[config.mk]
export PLATFORM = sky130hd
export DESIGN_NAME = long_regime_control
export DESIGN_NICKNAME = d
export VERILOG_FILES = /design/src/hw/long_mode_pkg.sv /design/src/hw/sub_mode_decoder.sv /design/src/hw/tss_field_locator.sv /design/src/hw/long_regime_control.sv
export SDC_FILE = /design/constraint.sdc
export NUM_CORES = 1
export LEC_CHECK = 0
export BUFFER_PORTS_ARGS = -buffer_cell sky130_fd_sc_hd__buf_4
export CORE_AREA = 2 2 176 178
export DETAILED_ROUTE_END_ITERATION = 8
export DIE_AREA = 0 0 178 180
export HOLD_SLACK_MARGIN = 0.05
export MAX_ROUTING_LAYER = met4
export PLACE_DENSITY = 0.74
export SYNTH_ARGS = -nofsm -noshare
export SYNTH_HDL_FRONTEND = slang
export SYNTH_HIERARCHICAL = 1
export SYNTH_SLANG_ARGS = --single-unit
[constraint.sdc]
create_clock -name clock -period 2.85 [get_ports clock]
set_clock_uncertainty 0.15 [all_clocks]
set_input_delay 0.1425 -clock clock [delete_from_list [all_inputs] [get_ports clock]]
set_output_delay 0.1425 -clock clock [all_outputs]
set_load 0.03 [all_outputs]
[src/hw/long_mode_pkg.sv]
`default_nettype none
package long_mode_pkg;

  // ****************************************
  // register offsets (byte addresses)
  // ****************************************
  localparam logic [7:0] OFS_FEATURE = 8'h00; // extended_feature_register
  localparam logic [7:0] OFS_CTRL0 = 8'h04;   // paging control
  localparam logic [7:0] OFS_CTRL4 = 8'h08;   // address extension control
  localparam logic [7:0] OFS_STATUS = 8'h0C;  // refusal flag and sub-mode
  localparam logic [7:0] OFS_FS_LO = 8'h10;
  localparam logic [7:0] OFS_FS_HI = 8'h14;
  localparam logic [7:0] OFS_GS_LO = 8'h18;
  localparam logic [7:0] OFS_GS_HI = 8'h1C;
  localparam logic [7:0] OFS_TSS_LO = 8'h20;
  localparam logic [7:0] OFS_TSS_HI = 8'h24;

  // ****************************************
  // field positions
  // ****************************************
  localparam int ENABLE_POS = 8;   // long_regime_enable_bit
  localparam int ACTIVE_POS = 10;  // long_regime_active_flag
  localparam int PAGING_POS = 31;  // paging_enable_bit
  localparam int PAE_POS = 5;      // physical_address_extension
  localparam int REFUSED_POS = 0;  // sticky, write one to clear
  localparam int SUBMODE_LSB = 4;  // four bits of sub-mode

  // ****************************************
  // reset values and size codes
  // ****************************************
  localparam logic [31:0] RESET_WORD = 32'h0000_0000;
  localparam logic [63:0] RESET_BASE = 64'h0000_0000_0000_0000;
  localparam logic [6:0] SIZE16 = 7'h10;
  localparam logic [6:0] SIZE32 = 7'h20;
  localparam logic [6:0] SIZE64 = 7'h40;
  localparam logic [2:0] LEVELS_2 = 3'h2;
  localparam logic [2:0] LEVELS_3 = 3'h3;
  localparam logic [2:0] LEVELS_4 = 3'h4;

  // task segment field selectors
  localparam logic [3:0] TSS_SEL_IST1 = 4'h3;
  localparam logic [3:0] TSS_SEL_IST7 = 4'h9;
  localparam logic [3:0] TSS_SEL_IOMAP = 4'hA;

  // operating sub-modes, one-hot
  typedef enum logic [3:0] {
    SUB_LEGACY = 4'b0001,
    SUB_64 = 4'b0010,
    SUB_COMPAT = 4'b0100,
    SUB_RESERVED = 4'b1000
  } submode_t;

endpackage
`default_nettype wire

[src/hw/sub_mode_decoder.sv]
`timescale 1ns/100ps
`default_nettype none
module sub_mode_decoder import long_mode_pkg::*;
(
  input wire logic activeFlag,
  input wire logic csLongAttr,
  input wire logic csDefaultAttr,
  output var submode_t subMode,
  output logic [6:0] addrSize,
  output logic [6:0] opSize
);

  // ****************************************
  // attribute decode
  // ****************************************
  // long attribute only counts once the regime is active
  wire logic isSub64 = activeFlag & csLongAttr & ~csDefaultAttr;
  wire logic isCompat = activeFlag & ~csLongAttr;
  // both attributes set is a reserved encoding
  wire logic isResvd = activeFlag & csLongAttr & csDefaultAttr;

  assign subMode = isSub64 ? SUB_64 :
                   isCompat ? SUB_COMPAT :
                   isResvd ? SUB_RESERVED : SUB_LEGACY;
  // address size: 64 only in 64-bit sub-mode
  assign addrSize = isSub64 ? SIZE64 : csDefaultAttr ? SIZE32 : SIZE16;
  // operand size stays 32 by default even in 64-bit sub-mode
  assign opSize = (isSub64 | csDefaultAttr) ? SIZE32 : SIZE16;

endmodule // sub_mode_decoder
`default_nettype wire

[src/hw/tss_field_locator.sv]
`timescale 1ns/100ps
`default_nettype none
module tss_field_locator import long_mode_pkg::*;
#(
  parameter logic [15:0] STACK_OFS = 16'h0004, // first stack pointer
  parameter logic [15:0] IST_OFS = 16'h0024,   // first stack-table pointer
  parameter logic [15:0] IOMAP_OFS = 16'h0066, // redirection bitmap base
  parameter logic [15:0] SLOT = 16'h0008       // pointer slot size
)
(
  input wire logic [63:0] tssBase,
  input wire logic [3:0] fieldSel,
  output logic [63:0] fieldAddr,
  output logic fieldValid
);

  // ****************************************
  // field offset inside the single segment
  // ****************************************
  wire logic [15:0] selWide = {12'h000, fieldSel};
  wire logic [15:0] istIdx = {12'h000, fieldSel - TSS_SEL_IST1};
  wire logic [15:0] fieldOfs;

  // levels 0..2 first, then stack-table slots, then bitmap base
  assign fieldOfs = (fieldSel < TSS_SEL_IST1) ? STACK_OFS + SLOT * selWide :
                    (fieldSel <= TSS_SEL_IST7) ? IST_OFS + SLOT * istIdx :
                    IOMAP_OFS;
  assign fieldValid = fieldSel <= TSS_SEL_IOMAP;
  assign fieldAddr = tssBase + {48'h0000_0000_0000, fieldOfs};

endmodule // tss_field_locator
`default_nettype wire

[src/hw/long_regime_control.sv]
`timescale 1ns/100ps
`default_nettype none
module long_regime_control import long_mode_pkg::*;
(
  input wire logic clock,
  input wire logic nrst,
  input wire logic cyc_i,
  input wire logic stb_i,
  input wire logic we_i,
  input wire logic [7:0] adr_i,
  input wire logic [3:0] sel_i,
  input wire logic [31:0] dat_i,
  output logic [31:0] dat_o,
  output logic ack_o,
  input wire logic csLongAttr,
  input wire logic csDefaultAttr,
  input wire logic intRequest,
  input wire logic taskSwitchRequest,
  input wire logic [3:0] tssFieldSel,
  output logic longRegimeActive,
  output logic pagingOn,
  output var submode_t subMode,
  output logic [6:0] addrSize,
  output logic [6:0] opSize,
  output logic intTake64,
  output logic intTakeLegacy,
  output logic dataSegsIgnored,
  output logic taskSwitchGo,
  output logic taskSwitchFault,
  output logic [2:0] translationLevels,
  output logic physAddrWide,
  output logic [63:0] fsBase,
  output logic [63:0] gsBase,
  output logic [63:0] tssFieldAddr,
  output logic tssFieldValid
);

  // ****************************************
  // state
  // ****************************************
  logic enableBit;    // long_regime_enable_bit
  logic activeFlag;   // long_regime_active_flag
  logic paeOn;        // physical_address_extension
  logic refusedFlag;  // sticky: a control write was refused
  logic [63:0] tssBase;
  logic [31:0] rdata;

  // ****************************************
  // bus decode
  // ****************************************
  wire logic access = cyc_i & stb_i;
  // writes land on the edge where the master sees ack
  wire logic wrStrobe = access & we_i & ack_o;
  wire logic hitFeature = adr_i == OFS_FEATURE;
  wire logic hitCtrl0 = adr_i == OFS_CTRL0;
  wire logic hitCtrl4 = adr_i == OFS_CTRL4;
  wire logic hitStatus = adr_i == OFS_STATUS;
  wire logic hitFsLo = adr_i == OFS_FS_LO;
  wire logic hitFsHi = adr_i == OFS_FS_HI;
  wire logic hitGsLo = adr_i == OFS_GS_LO;
  wire logic hitGsHi = adr_i == OFS_GS_HI;
  wire logic hitTssLo = adr_i == OFS_TSS_LO;
  wire logic hitTssHi = adr_i == OFS_TSS_HI;
  // byte-lane mask, one lane per select bit
  logic [31:0] laneMask;
  genvar g;
  generate
    for (g = 0; g < 4; g++)
    begin : gLane
      assign laneMask[8*g +: 8] = {8{sel_i[g]}};
    end
  endgenerate
  // single-bit fields only move when their lane is selected
  wire logic wrFeature = wrStrobe & hitFeature & sel_i[ENABLE_POS/8];
  wire logic wrCtrl0 = wrStrobe & hitCtrl0 & sel_i[PAGING_POS/8];
  wire logic wrCtrl4 = wrStrobe & hitCtrl4 & sel_i[PAE_POS/8];
  wire logic wrStatus = wrStrobe & hitStatus & sel_i[REFUSED_POS/8];
  wire logic pgReq = dat_i[PAGING_POS];
  // FS and GS upper base halves only load in 64-bit sub-mode
  wire logic inSub64 = subMode == SUB_64;
  // merge selected lanes into an old word
  function automatic logic [31:0] mergeWord(input logic [31:0] old,
                                           input logic [31:0] mask,
                                           input logic [31:0] data);
    mergeWord = (old & ~mask) | (data & mask);
  endfunction

  // ****************************************
  // control bit next values
  // ****************************************
  // activation without address extension is refused
  wire logic pgRefuse = wrCtrl0 & pgReq & ~pagingOn & enableBit & ~paeOn;
  // enable bit frozen while paging is on
  wire logic lmeRefuse = wrFeature & pagingOn &
                         (dat_i[ENABLE_POS] != enableBit);
  // extension may not drop under an active regime
  wire logic paeRefuse = wrCtrl4 & activeFlag & ~dat_i[PAE_POS];
  wire logic anyRefuse = pgRefuse | lmeRefuse | paeRefuse;
  wire logic pgTake = wrCtrl0 & ~pgRefuse;
  wire logic next_paging = pgTake ? pgReq : pagingOn;
  // paging on with enable set activates
  // paging off drops the active flag
  wire logic next_active = pgTake ? (pgReq & enableBit) : activeFlag;
  // the enable bit alone never activates
  wire logic next_enable = (wrFeature & ~lmeRefuse) ?
                           dat_i[ENABLE_POS] : enableBit;
  wire logic next_pae = (wrCtrl4 & ~paeRefuse) ? dat_i[PAE_POS] : paeOn;
  // set wins over a same-cycle clear
  wire logic next_refused = anyRefuse |
                    (refusedFlag & ~(wrStatus & dat_i[REFUSED_POS]));

  // ****************************************
  // control registers
  // ****************************************
  // short process: the control bit decisions live in the wires above
  always_ff @(posedge clock or negedge nrst)
  begin
    if (!nrst)
    begin
      enableBit <= 1'b0;
      activeFlag <= 1'b0;
      pagingOn <= 1'b0;
      paeOn <= 1'b0;
      refusedFlag <= 1'b0;
      ack_o <= 1'b0;
      dat_o <= RESET_WORD;
    end
    else
    begin
      enableBit <= next_enable;
      activeFlag <= next_active;
      pagingOn <= next_paging;
      paeOn <= next_pae;
      refusedFlag <= next_refused;
      // one wait state; ack drops the cycle after it was given
      ack_o <= access & ~ack_o;
      dat_o <= (access & ~ack_o & ~we_i) ? rdata : RESET_WORD;
    end
  end

  // ****************************************
  // segment and task segment bases
  // ****************************************
  // FS and GS upper halves load only in 64-bit sub-mode; the task segment upper half always loads
  always_ff @(posedge clock or negedge nrst)
  begin
    if (!nrst)
    begin
      fsBase <= RESET_BASE;
      gsBase <= RESET_BASE;
      tssBase <= RESET_BASE;
    end
    else if (wrStrobe)
    begin
      if (hitFsLo)
        fsBase[31:0] <= mergeWord(fsBase[31:0], laneMask, dat_i);
      if (hitFsHi && inSub64)
        fsBase[63:32] <= mergeWord(fsBase[63:32], laneMask, dat_i);
      if (hitGsLo)
        gsBase[31:0] <= mergeWord(gsBase[31:0], laneMask, dat_i);
      if (hitGsHi && inSub64)
        gsBase[63:32] <= mergeWord(gsBase[63:32], laneMask, dat_i);
      if (hitTssLo)
        tssBase[31:0] <= mergeWord(tssBase[31:0], laneMask, dat_i);
      if (hitTssHi)
        tssBase[63:32] <= mergeWord(tssBase[63:32], laneMask, dat_i);
    end
  end

  // ****************************************
  // read mux
  // ****************************************
  // unmapped addresses read zero and still acknowledge
  always_comb
  begin
    rdata = RESET_WORD;
    if (hitFeature)
    begin
      rdata[ENABLE_POS] = enableBit;
      rdata[ACTIVE_POS] = activeFlag;
    end
    else if (hitCtrl0)
      rdata[PAGING_POS] = pagingOn;
    else if (hitCtrl4)
      rdata[PAE_POS] = paeOn;
    else if (hitStatus)
    begin
      rdata[REFUSED_POS] = refusedFlag;
      rdata[SUBMODE_LSB +: 4] = subMode;
    end
    else if (hitFsLo)
      rdata = fsBase[31:0];
    else if (hitFsHi)
      rdata = fsBase[63:32];
    else if (hitGsLo)
      rdata = gsBase[31:0];
    else if (hitGsHi)
      rdata = gsBase[63:32];
    else if (hitTssLo)
      rdata = tssBase[31:0];
    else if (hitTssHi)
      rdata = tssBase[63:32];
  end

  // ****************************************
  // mode decode and derived outputs
  // ****************************************
  submode_t decMode;
  logic [6:0] decAddr;
  logic [6:0] decOp;
  logic [63:0] locAddr;
  logic locValid;
  sub_mode_decoder uDecode (
    .activeFlag(activeFlag), .csLongAttr(csLongAttr),
    .csDefaultAttr(csDefaultAttr), .subMode(decMode),
    .addrSize(decAddr), .opSize(decOp)
  );
  tss_field_locator uTss (
    .tssBase(tssBase), .fieldSel(tssFieldSel),
    .fieldAddr(locAddr), .fieldValid(locValid)
  );
  // data outputs are registered, one cycle behind their cause
  always_ff @(posedge clock or negedge nrst)
  begin
    if (!nrst)
    begin
      subMode <= SUB_LEGACY;
      addrSize <= SIZE32;
      opSize <= SIZE32;
      dataSegsIgnored <= 1'b0;
      translationLevels <= LEVELS_2;
      physAddrWide <= 1'b0;
      tssFieldAddr <= RESET_BASE;
      tssFieldValid <= 1'b0;
    end
    else
    begin
      subMode <= decMode;
      addrSize <= decAddr;
      opSize <= decOp;
      // data segments ignored in 64-bit sub-mode
      dataSegsIgnored <= decMode == SUB_64;
      translationLevels <= activeFlag ? LEVELS_4 :
                           paeOn ? LEVELS_3 : LEVELS_2;
      physAddrWide <= activeFlag;
      tssFieldAddr <= locAddr;
      tssFieldValid <= locValid & activeFlag;
    end
  end
  assign longRegimeActive = activeFlag;
  // interrupts go through 64-bit gates when active
  assign intTake64 = intRequest & activeFlag;
  assign intTakeLegacy = intRequest & ~activeFlag;
  // task switches fault instead of running when active
  assign taskSwitchGo = taskSwitchRequest & ~activeFlag;
  assign taskSwitchFault = taskSwitchRequest & activeFlag;
endmodule // long_regime_control
`default_nettype wire

* Yosys cells after proc, flatten, opt, wreduce, memory -nomap -nowiden *
Index checks and enable logic that the tools add are counted.

word-level totals
  flip-flop bits (word level) = 318
  word-level logic and storage cells = 150

cells by class
  add/sub/neg operators = 4
  $lt $le $gt $ge = 3
  equal/unequal tests = 12
  mux-type cells = 35
  bitwise logic cells = 66
  reduce and logical (&&, ||, !) cells = 9

operators with widths
  kind                                                              count
  32-bit 2-to-1 mux                                                 11
  32-bit bitwise AND                                                7
  32-bit OR                                                         6
  64-bit by 16-bit adder with 64-bit output                         1
  1-bit bitwise AND                                                 36
  8-bit by 5-bit == test with 1-bit output (second input constant)  4
  16-bit 2-to-1 mux                                                 2
  32-bit NOT                                                        1
  31-bit 2-to-1 mux                                                 1
  26-bit 2-to-1 mux                                                 1
  24-bit 2-to-1 mux                                                 1
  21-bit 2-to-1 mux                                                 1
  8-bit by 4-bit == test with 1-bit output (second input constant)  2
  8-bit by 6-bit == test with 1-bit output (second input constant)  2
  4-bit 2-to-1 mux                                                  4
  6-bit 2-to-1 mux                                                  2
  1-bit NOT                                                         12
  2-bit AND reduction                                               6
  3-bit by 7-bit adder with 8-bit output (first input constant)     1
  6-bit by 7-bit adder with 8-bit output (first input constant)     1
  4-bit by 2-bit == test with 1-bit output (second input constant)  2
  8-bit by 3-bit == test with 1-bit output (second input constant)  1
  4-bit less-or-equal comparator (second input constant)            2
  8-bit zero test                                                   1
  other kinds (10)                                                  21

* Longest topological paths before layout *
Gate-level depths: netlist of the first run.

  depth after elaboration = 16
  mapped depth = 14

* Hierarchy *
The synthesis of the first run kept the hierarchy.

modules (own cells, without submodules)
  module               instances  cells each  area each (µm²)  seq. area each (µm²)
  long_regime_control  1          848         12318.1          7937.6
  tss_field_locator    1          267         1791.7           0.0
  sub_mode_decoder     1          20          136.4            0.0

* Worst setup path before layout of the first run *
Ideal clock, no wire load.

  path type = input to register
  start = input port tssFieldSel[0]
  end = register tssFieldAddr[58]
  arrival = 2452 ps
  data required time = 2621 ps
  slack = 168 ps
  stages = 10
  cell sequence = ha_1 -> or3_1 -> mux2i_1 -> nor2_1 -> ha_1 -> o211ai_1 -> o211ai_1 -> nand4_1 -> nor4_1 -> xor2_1

between the ends
  longest elaborated chain between the ends = 5
  elaborated cells on any way between the ends = 8
  classes of those cells = add/sub: 4; order compare: 2; mux: 2

ends and longest elaborated chain
  element                                      RTL line                    source
  start, declared                              long_regime_control.sv:19   input wire logic [3:0] tssFieldSel,
  4-bit by 2-bit subtractor with 4-bit output  tss_field_locator.sv:21     wire logic [15:0] istIdx = {12'h000, fieldSel - TSS_SEL_IST1};
  6-bit by 7-bit adder with 8-bit output       tss_field_locator.sv:26     (fieldSel <= TSS_SEL_IST7) ? IST_OFS + SLOT * istIdx :
  16-bit 2-to-1 mux                            tss_field_locator.sv:26
  16-bit 2-to-1 mux *                          tss_field_locator.sv:25     assign fieldOfs = (fieldSel < TSS_SEL_IST1) ? STACK_OFS + SLOT * selWide :
  64-bit by 16-bit adder with 64-bit output *  tss_field_locator.sv:29     assign fieldAddr = tssBase + {48'h0000_0000_0000, fieldOfs};
  via locAddr[58]                              long_regime_control.sv:211  logic [63:0] locAddr;
  end signal, assigned                         long_regime_control.sv:246  tssFieldAddr <= locAddr;
  end, declared                                long_regime_control.sv:34   output logic [63:0] tssFieldAddr,

The timed path passes the listed nets; every way through them passes the cells marked *.
A chain may end at the register's enable or synchronous reset.

==> results.py, run 1 <==
metrics = {
    "synthesis": {
        "seq_area_frac_synth": 0.557,
        "syn_avg_cell_area_sq_um": 12.6,
        "yosysTopAreaCellShare": 0.550,
        "synthArstFlopShare": 1.00,
        "synthesis.area_sq_um": 14200,
        "synth-edff-count": 0,
        "postSynthRegisterBits": 317,
        "synth_flop_type": "dfrtp_1",
        "synth_largest_area_cell": "dfrtp_1",
        "post_synth_main_area_contributors": "dfrtp_1 (55%), mux2_2 (13%), mux2_4 (3.4%), xnor2_1 (2.4%), nand2_1 (1.9%)",
        "netlist_instances": 1135,
        "netlist-cell-type-count": 62,
        "synth_most_common_cell": "dfrtp_1",
        "synth_common_cells": "dfrtp_1 (313), mux2_2 (169), nand2_1 (71)",
        "synthesis.yosys.warnings": 6,
    },
    "timing": {
        "achievable-frequency_ghz": 0.356,
        "final-setup-viol-count": 0,
        "finalSetupTns_ns": 0,
        "worstMarginPinSlew_ns": 0.799,
        "layout_min_cycle_time_ns": 2.81,
        "timing.final.max_slew_violations": 0,
        "max-slew-margin-rel": 0.468,
        "finalHoldViolCount": 0,
        "finalHoldWorstSlack_ns": 0.0745,
        "min_period_over_period": 0.985,
    },
    "cells_and_area": {
        "final_net_count": 1624,
        "layout-drive-gt1-share": 0.425,
        "layout.cell_area.non_filler_sq_um": 19200,
        "num-fill-cells": 2331,
        "fin_cells": 1978,
        "area_added_between_synthesis_and_finish_pct": 34.9,
    },
    "worst_setup_path": {
        "critPathSlowestCell": "dlygate4sd3_1",
        "crit_path_cell_trace": "dlygate4sd3_1, buf_4, or2_2, nor3_4, and3_1, nand2_2, mux2_1, dlygate4sd3_1",
        "arrival_ns": 3.06,
        "worst_path_largest_cell_delay_ns": 0.57,
        "worst_ep_required_time_ns": 3.10,
        "r2r_cells": 6,
        "regToRegSetupSlack_ns": 0.19,
        "crit_fanout": 13,
        "critical_path.most_common_cell": "dlygate4sd3_1",
        "timing.critical_path.to_type": "register",
        "worst_setup_path_start_kind": "input pin",
        "regToRegStartpoint": "ack_o",
        "critical_path_class": "input pin to register",
    },
    "global_routing": {
        "antenna_violations_before_repair": 0,
        "gr-usage-all-layers": 0.310,
        "grt_pass1_vias": 11900,
        "grt_start_max_net_pins": 93,
        "globalRoute.totalOverflow": 0,
        "grt_first_pass_wirelength_mm": 72.7,
    },
    "floorplanning": {
        "die_w_um": 178,
        "floorplan.initialDensity": 0.472,
        "die_h_um": 180,
        "pin_count": 312,
        "core-area_sq_um": 30200,
        "die_area_sq_um": 32000,
        "placementRows": 64,
    },
    "clock_network": {
        "cts_htree_levels": 2,
        "tritoncts_clock_tree": "done",
        "cts.sinks": 317,
        "clk_latency_ns": 0.53,
        "worst_setup_hold_path_clk_slew_ns": 0.06,
        "cts_buffer_depth": 3,
        "cts-root-buf": "clkbuf_16",
        "cts-buffers-inserted": 34,
    },
    "routing": {
        "post_drt_via_cell_ratio": 5.79,
        "route.final.wire_length_mm": 48.1,
        "detail_route.first_pass.iterations": 5,
        "dr_total_vias": 11500,
        "drt_drc_violations_left": 0,
        "antenna_violating_nets_post_route": 0,
        "routed_wire_length_per_instance_um": 24.3,
        "drt_iter0_markers": 1045,
    },
    "job": {
        "timing.max_cap.violations": 0,
    },
    "place": {
        "gp_congestion": 0.932,
        "place.port_buffers": 311,
        "dp_cells": 1853,
        "post_dp_cell_area_sq_um": 17400,
        "detailedPlacementHpwl_mm": 35.0,
    },
    "min_path": {
        "worst_hold_path_type": "input pin to async pin",
    },
    "power_and_ir_drop": {
        "power_leakage_nw": 9.68,
        "power.ir.vdd_worst_mv": 0.422,
        "design_power_total_w": 0.00942,
        "power.density_nw_per_um2": 490,
    },
    "outcome": {
        "run_status": "completed",
    },
}
layout make-up:
class / instances / area [sq um] / area share
antenna: 1 / 2.50 / 0.000130
clock buffer: 49 / 987 / 0.0514
clock inverter: 13 / 116 / 0.00606
inverter: 17 / 63.8 / 0.00332
multi-input combinational: 747 / 6050 / 0.315
sequential: 317 / 7940 / 0.413
tap: 396 / 495 / 0.0258
timing repair buffer: 438 / 3560 / 0.185
power breakdown:
| group | leakage, nW | internal, W | switching [W] | total [W] |
|---|---|---|---|---|
| clock | 0.539 | 0.00252 | 0.00182 | 0.00434 |
| combinational | 4.77 | 0.000205 | 0.000335 | 0.000540 |
| sequential | 4.37 | 0.00453 | 0.0000117 | 0.00454 |
worst max-delay path: cells and delay by family:
kind,cells,cell delay (ns)
buf+inv,3,1.28
simple gates,4,1.26
mux,1,0.36
stage by stage:
stage | util | worst slack (ns)
2_1_floorplan | - | 0.168
3_3_place_gp | 0.576 | 0.0735
3_5_place_dp | 0.576 | -0.0323
4_1_cts | 0.633 | 0.104
5_1_grt | 0.636 | -0.0785
6_report | 0.636 | 0.0426
layer usage:
layer	global-route usage	up-vias	share of wire
li1	-	4998	-
met1	0.433	5830	0.44
met2	0.468	536	0.46
met3	0.0531	91	0.074
met4	0.0898	0	0.028
met5	-	-	0
how the worst max path moves through the flow:
stage                         startpoint                to  slack, ns  depth (start not counted)
after CTS                       adr_i[1]          register       0.10                          8
after floorplan           tssFieldSel[0]  tssFieldAddr[58]       0.17                         10
after detailed placement  tssFieldSel[0]  tssFieldAddr[28]      -0.03                         13
final                           adr_i[1]          register       0.04                          8
after global placement    tssFieldSel[0]  tssFieldAddr[28]       0.07                         13
after global routing      tssFieldSel[2]  tssFieldAddr[52]      -0.08                         11
cells by family (layout without fill, tap and decap cells):
| family | after synthesis | after routing | synth area share |
|---|---|---|---|
| AO/OA/AOI/OAI | 173 | 173 | 0.0808 |
| flip-flops | 317 | 317 | 0.557 |
| XOR/XNOR | 64 | 64 | 0.0393 |
| adder cells (fa/ha/maj) | 12 | 12 | 0.0105 |
| other | 1 | 10 | 0.000263 |
| multiplexers | 203 | 203 | 0.169 |
| buffers and inverters | 79 | 517 | 0.0278 |
| AND/OR/NAND/NOR | 286 | 286 | 0.115 |
layout by cell type (no fill, tap or decap), types with 5 or more instances in the layout:
| cell | instances |
|---|---|
| ha_1 | 11 |
| nand3_1 | 30 |
| a31oi_1 | 13 |
| nor2_1 | 36 |
| nor3_1 | 16 |
| a21oi_1 | 38 |
| xnor2_1 | 39 |
| nand2_2 | 5 |
| nor4_1 | 8 |
| dlygate4sd3_1 | 62 |
| nand2b_1 | 7 |
| buf_4 | 366 |
| clkinv_2 | 6 |
| clkbuf_16 | 34 |
| a21o_1 | 5 |
| inv_1 | 17 |
| mux2_4 | 32 |
| a222oi_1 | 16 |
| a221oi_1 | 18 |
| and3_1 | 18 |
| xor2_1 | 25 |
| conb_1 | 9 |
| o21ai_0 | 43 |
| a22oi_1 | 16 |
| nand2_1 | 71 |
| clkbuf_8 | 8 |
| nand4_1 | 30 |
| clkbuf_1 | 7 |
| and2_1 | 12 |
| and4_1 | 7 |
| nor4_2 | 5 |
| nor2b_1 | 7 |
| mux2_2 | 169 |
| dfrtp_1 | 313 |
| buf_12 | 9 |
timing repair:
action                     4_1_cts  5_1_grt
setup endpoints to repair        0       43
hold buffers                    62        0
buffers inserted                 0        2
resized for setup                0       15
hold endpoints to repair       304        0
Power figures use the tool's default switching activity.
==> inputs of run 2 (changes only) <==
CORE_AREA = 2 2 174 176   (was 2 2 176 178)
DIE_AREA = 0 0 176 178   (was 0 0 178 180)
SYNTH_HIERARCHICAL = default   (was 1)
==> run 2 against run 1 <==
Maximum frequency increased by 4.4%. Synthesized cell count increased by 4.0%. Largest power group is now the clock network. Critical path type unchanged. Routed wire length decreased by 8.2%. Sequential power decreased by 4%.
==> results.py, run 2 <==
metrics = {
    "synthesis": {
        "synth-edff-count": 0,
        "seq_area_frac_synth": 0.548,
        "synth_common_cells": "dfrtp_1 (301), mux2_2 (203), nand2_1 (79)",
        "postSynthRegisterBits": 305,
        "synthArstFlopShare": 1.00,
        "yosysTopAreaCellShare": 0.541,
        "post_synth_main_area_contributors": "dfrtp_1 (54%), mux2_2 (16%), xor2_1 (2.6%), nand2_1 (2.1%), a21oi_1 (1.7%)",
        "synthesis.area_sq_um": 13900,
        "syn_avg_cell_area_sq_um": 11.8,
        "synth_largest_area_cell": "dfrtp_1",
        "synth_most_common_cell": "dfrtp_1",
        "netlist_instances": 1180,
        "synth_flop_type": "dfrtp_1",
        "synthesis.yosys.warnings": 0,
        "netlist-cell-type-count": 65,
    },
    "global_routing": {
        "grt_start_max_net_pins": 77,
        "globalRoute.totalOverflow": 0,
        "antenna_violations_before_repair": 0,
        "grt_pass1_vias": 11000,
        "grt_first_pass_wirelength_mm": 66.2,
        "gr-usage-all-layers": 0.287,
    },
    "worst_setup_path": {
        "crit_path_cell_count": 6,
        "crit_path_cell_trace": "dlygate4sd3_1, buf_4, or4b_1, nor2_1, nand3_1, mux2_2",
        "arrival_ns": 2.93,
        "crit_fanout": 8,
        "r2r_cells": 6,
        "critPathSlowestCell": "or4b_1",
        "crit_buf_inv": 2,
        "worst_path_largest_cell_delay_ns": 0.69,
        "timing.critical_path.to_type": "register",
        "worst_setup_path_start_kind": "input pin",
        "worst_ep_required_time_ns": 3.09,
        "cpLargestDelayFamily": "simple AND/OR/NAND/NOR gates",
        "critical_path_class": "input pin to register",
    },
    "floorplanning": {
        "floorplan.initialDensity": 0.474,
        "placementRows": 63,
        "die_h_um": 178,
        "die_w_um": 176,
        "pin_count": 312,
        "core-area_sq_um": 29400,
        "die_area_sq_um": 31300,
    },
    "cells_and_area": {
        "mostFrequentLayoutCells": "buf_4 (353), dfrtp_1 (301), mux2_2 (203), nand2_1 (79), nor2_1 (56)",
        "final_net_count": 1624,
        "area_added_between_synthesis_and_finish_pct": 32.9,
        "final_common_cell": "buf_4",
        "antenna_cells_inserted": 0,
        "layout-drive-gt1-share": 0.401,
    },
    "routing": {
        "post_drt_via_cell_ratio": 5.66,
        "antenna_violating_nets_post_route": 0,
        "route.final.wire_length_mm": 44.2,
        "detail_route.first_pass.iterations": 6,
        "drt_iter0_markers": 974,
        "routed_wire_length_per_instance_um": 22.4,
        "dr_total_vias": 11200,
        "drt_drc_violations_left": 0,
    },
    "timing": {
        "timing.final.max_slew_violations": 0,
        "max-slew-margin-rel": 0.611,
        "grt_setup_unrepaired": "no",
        "setup_slack_ns": 0.160,
        "achievable-frequency_ghz": 0.372,
        "worstMarginPinSlew_ns": 0.582,
        "finalHoldWorstSlack_ns": 0.0440,
        "finalHoldViolCount": 0,
        "min_period_over_period": 0.944,
        "final-setup-viol-count": 0,
        "layout_min_cycle_time_ns": 2.69,
    },
    "clock_network": {
        "worst_setup_hold_path_clk_slew_ns": 0.06,
        "cts-buffers-inserted": 34,
        "clk_latency_ns": 0.50,
        "cts.sinks": 305,
        "tritoncts_clock_tree": "done",
        "cts_buffer_depth": 3,
        "cts_setup_buffers": 0,
        "cts_htree_levels": 2,
        "cts-root-buf": "clkbuf_16",
    },
    "job": {
        "timing.max_cap.violations": 0,
    },
    "place": {
        "detailedPlacementHpwl_mm": 32.2,
        "place.port_buffers": 302,
        "gp_congestion": 0.934,
        "dp_worst_setup_slack_ns": -0.174,
    },
    "min_path": {
        "worst_hold_path_type": "input pin to async pin",
    },
    "power_and_ir_drop": {
        "power.ir.vdd_worst_mv": 0.387,
        "power_leakage_nw": 9.39,
        "power.density_nw_per_um2": 506,
    },
    "outcome": {
        "run_status": "completed",
    },
}
==> run 2: changes by cell type after synthesis, moves of 17 or more <==
cell	change
mux2_4	-32
nor3_1	+20
nor2_1	+20
xnor2_1	-17
clkbuf_1	+27
mux2_2	+34
==> run 2: area by class of cell <==
cell class / count / area, sq um
clock buffer: 53 / 1070
clock inverter: 9 / 76.3
fill: 2287 / 10900
inverter: 23 / 86.3
multi-input combinational: 784 / 5920
sequential: 305 / 7640
tap: 390 / 488
timing repair buffer: 407 / 3240
==> run 2: cell families after synthesis <==
kind of cell | Yosys count | synth area share
buf+inv | 99 | 0.0310
fa+ha+maj | 12 | 0.0108
simple gates | 330 | 0.122
other cells | 1 | 0.000269
flops | 305 | 0.548
mux | 210 | 0.169
compound gates | 160 | 0.0783
xor+xnor | 63 | 0.0396
==> run 2: path summary, 6_finish.rpt <==
check                                    start         endpoint  slack (ns)
worst max-delay path                  adr_i[7]         register        0.16
worst min-delay path                      nrst        async pin        0.04
worst max register to register           ack_o         register        0.23
worst min register to register        register  tssFieldAddr[0]        0.30
max in group asynchronous                 nrst  tssFieldAddr[6]        1.68
min in group clock              tssFieldSel[3]  tssFieldAddr[1]        0.10
==> run 2: metal layers <==
metal / up-vias / GRT usage / part of all wire
met5: - / - / 0
met4: 0 / 0.0871 / 0.028
met3: 85 / 0.0629 / 0.085
met2: 506 / 0.442 / 0.46
met1: 5586 / 0.384 / 0.42
li1: 4978 / - / -
==> run 2: worst reg2reg max path, stage by stage, from the launching register on <==
cell and delay (ns):
dfrtp_1 0.41, and4_1 0.39, buf_4 0.22, nand2_1 0.07
nor4_2 0.37, nand2_1 0.49, mux2_2 0.43
==> run 2: timing repair <==
action,4_1_cts,5_1_grt
resized for setup,0,1
hold buffers,49,0
endpoints found under the setup margin,0,1
hold endpoints to repair,527,0
==> run 2: metrics by stage <==
step	setup TNS, ns	total power (W)	cells	cell area (sq um)	util
floorplan	0	0.00466	1188	14000	-
global placement	-0.443	0.00497	1860	16900	0.574
detailed placement	-1.26	0.00498	1860	16900	0.574
CTS	0	0.00944	1971	18500	0.629
global route	0	0.00967	1971	18500	0.629
finish	0	0.00937	1971	18500	0.629
==> run 2: report_power, final <==
| part | switching (W) | internal [W] |
|---|---|---|
| Sequential | 0.0000127 | 0.00435 |
| Clock | 0.00174 | 0.00267 |
| Combinational | 0.000374 | 0.000218 |
| Total | 0.00213 | 0.00724 |
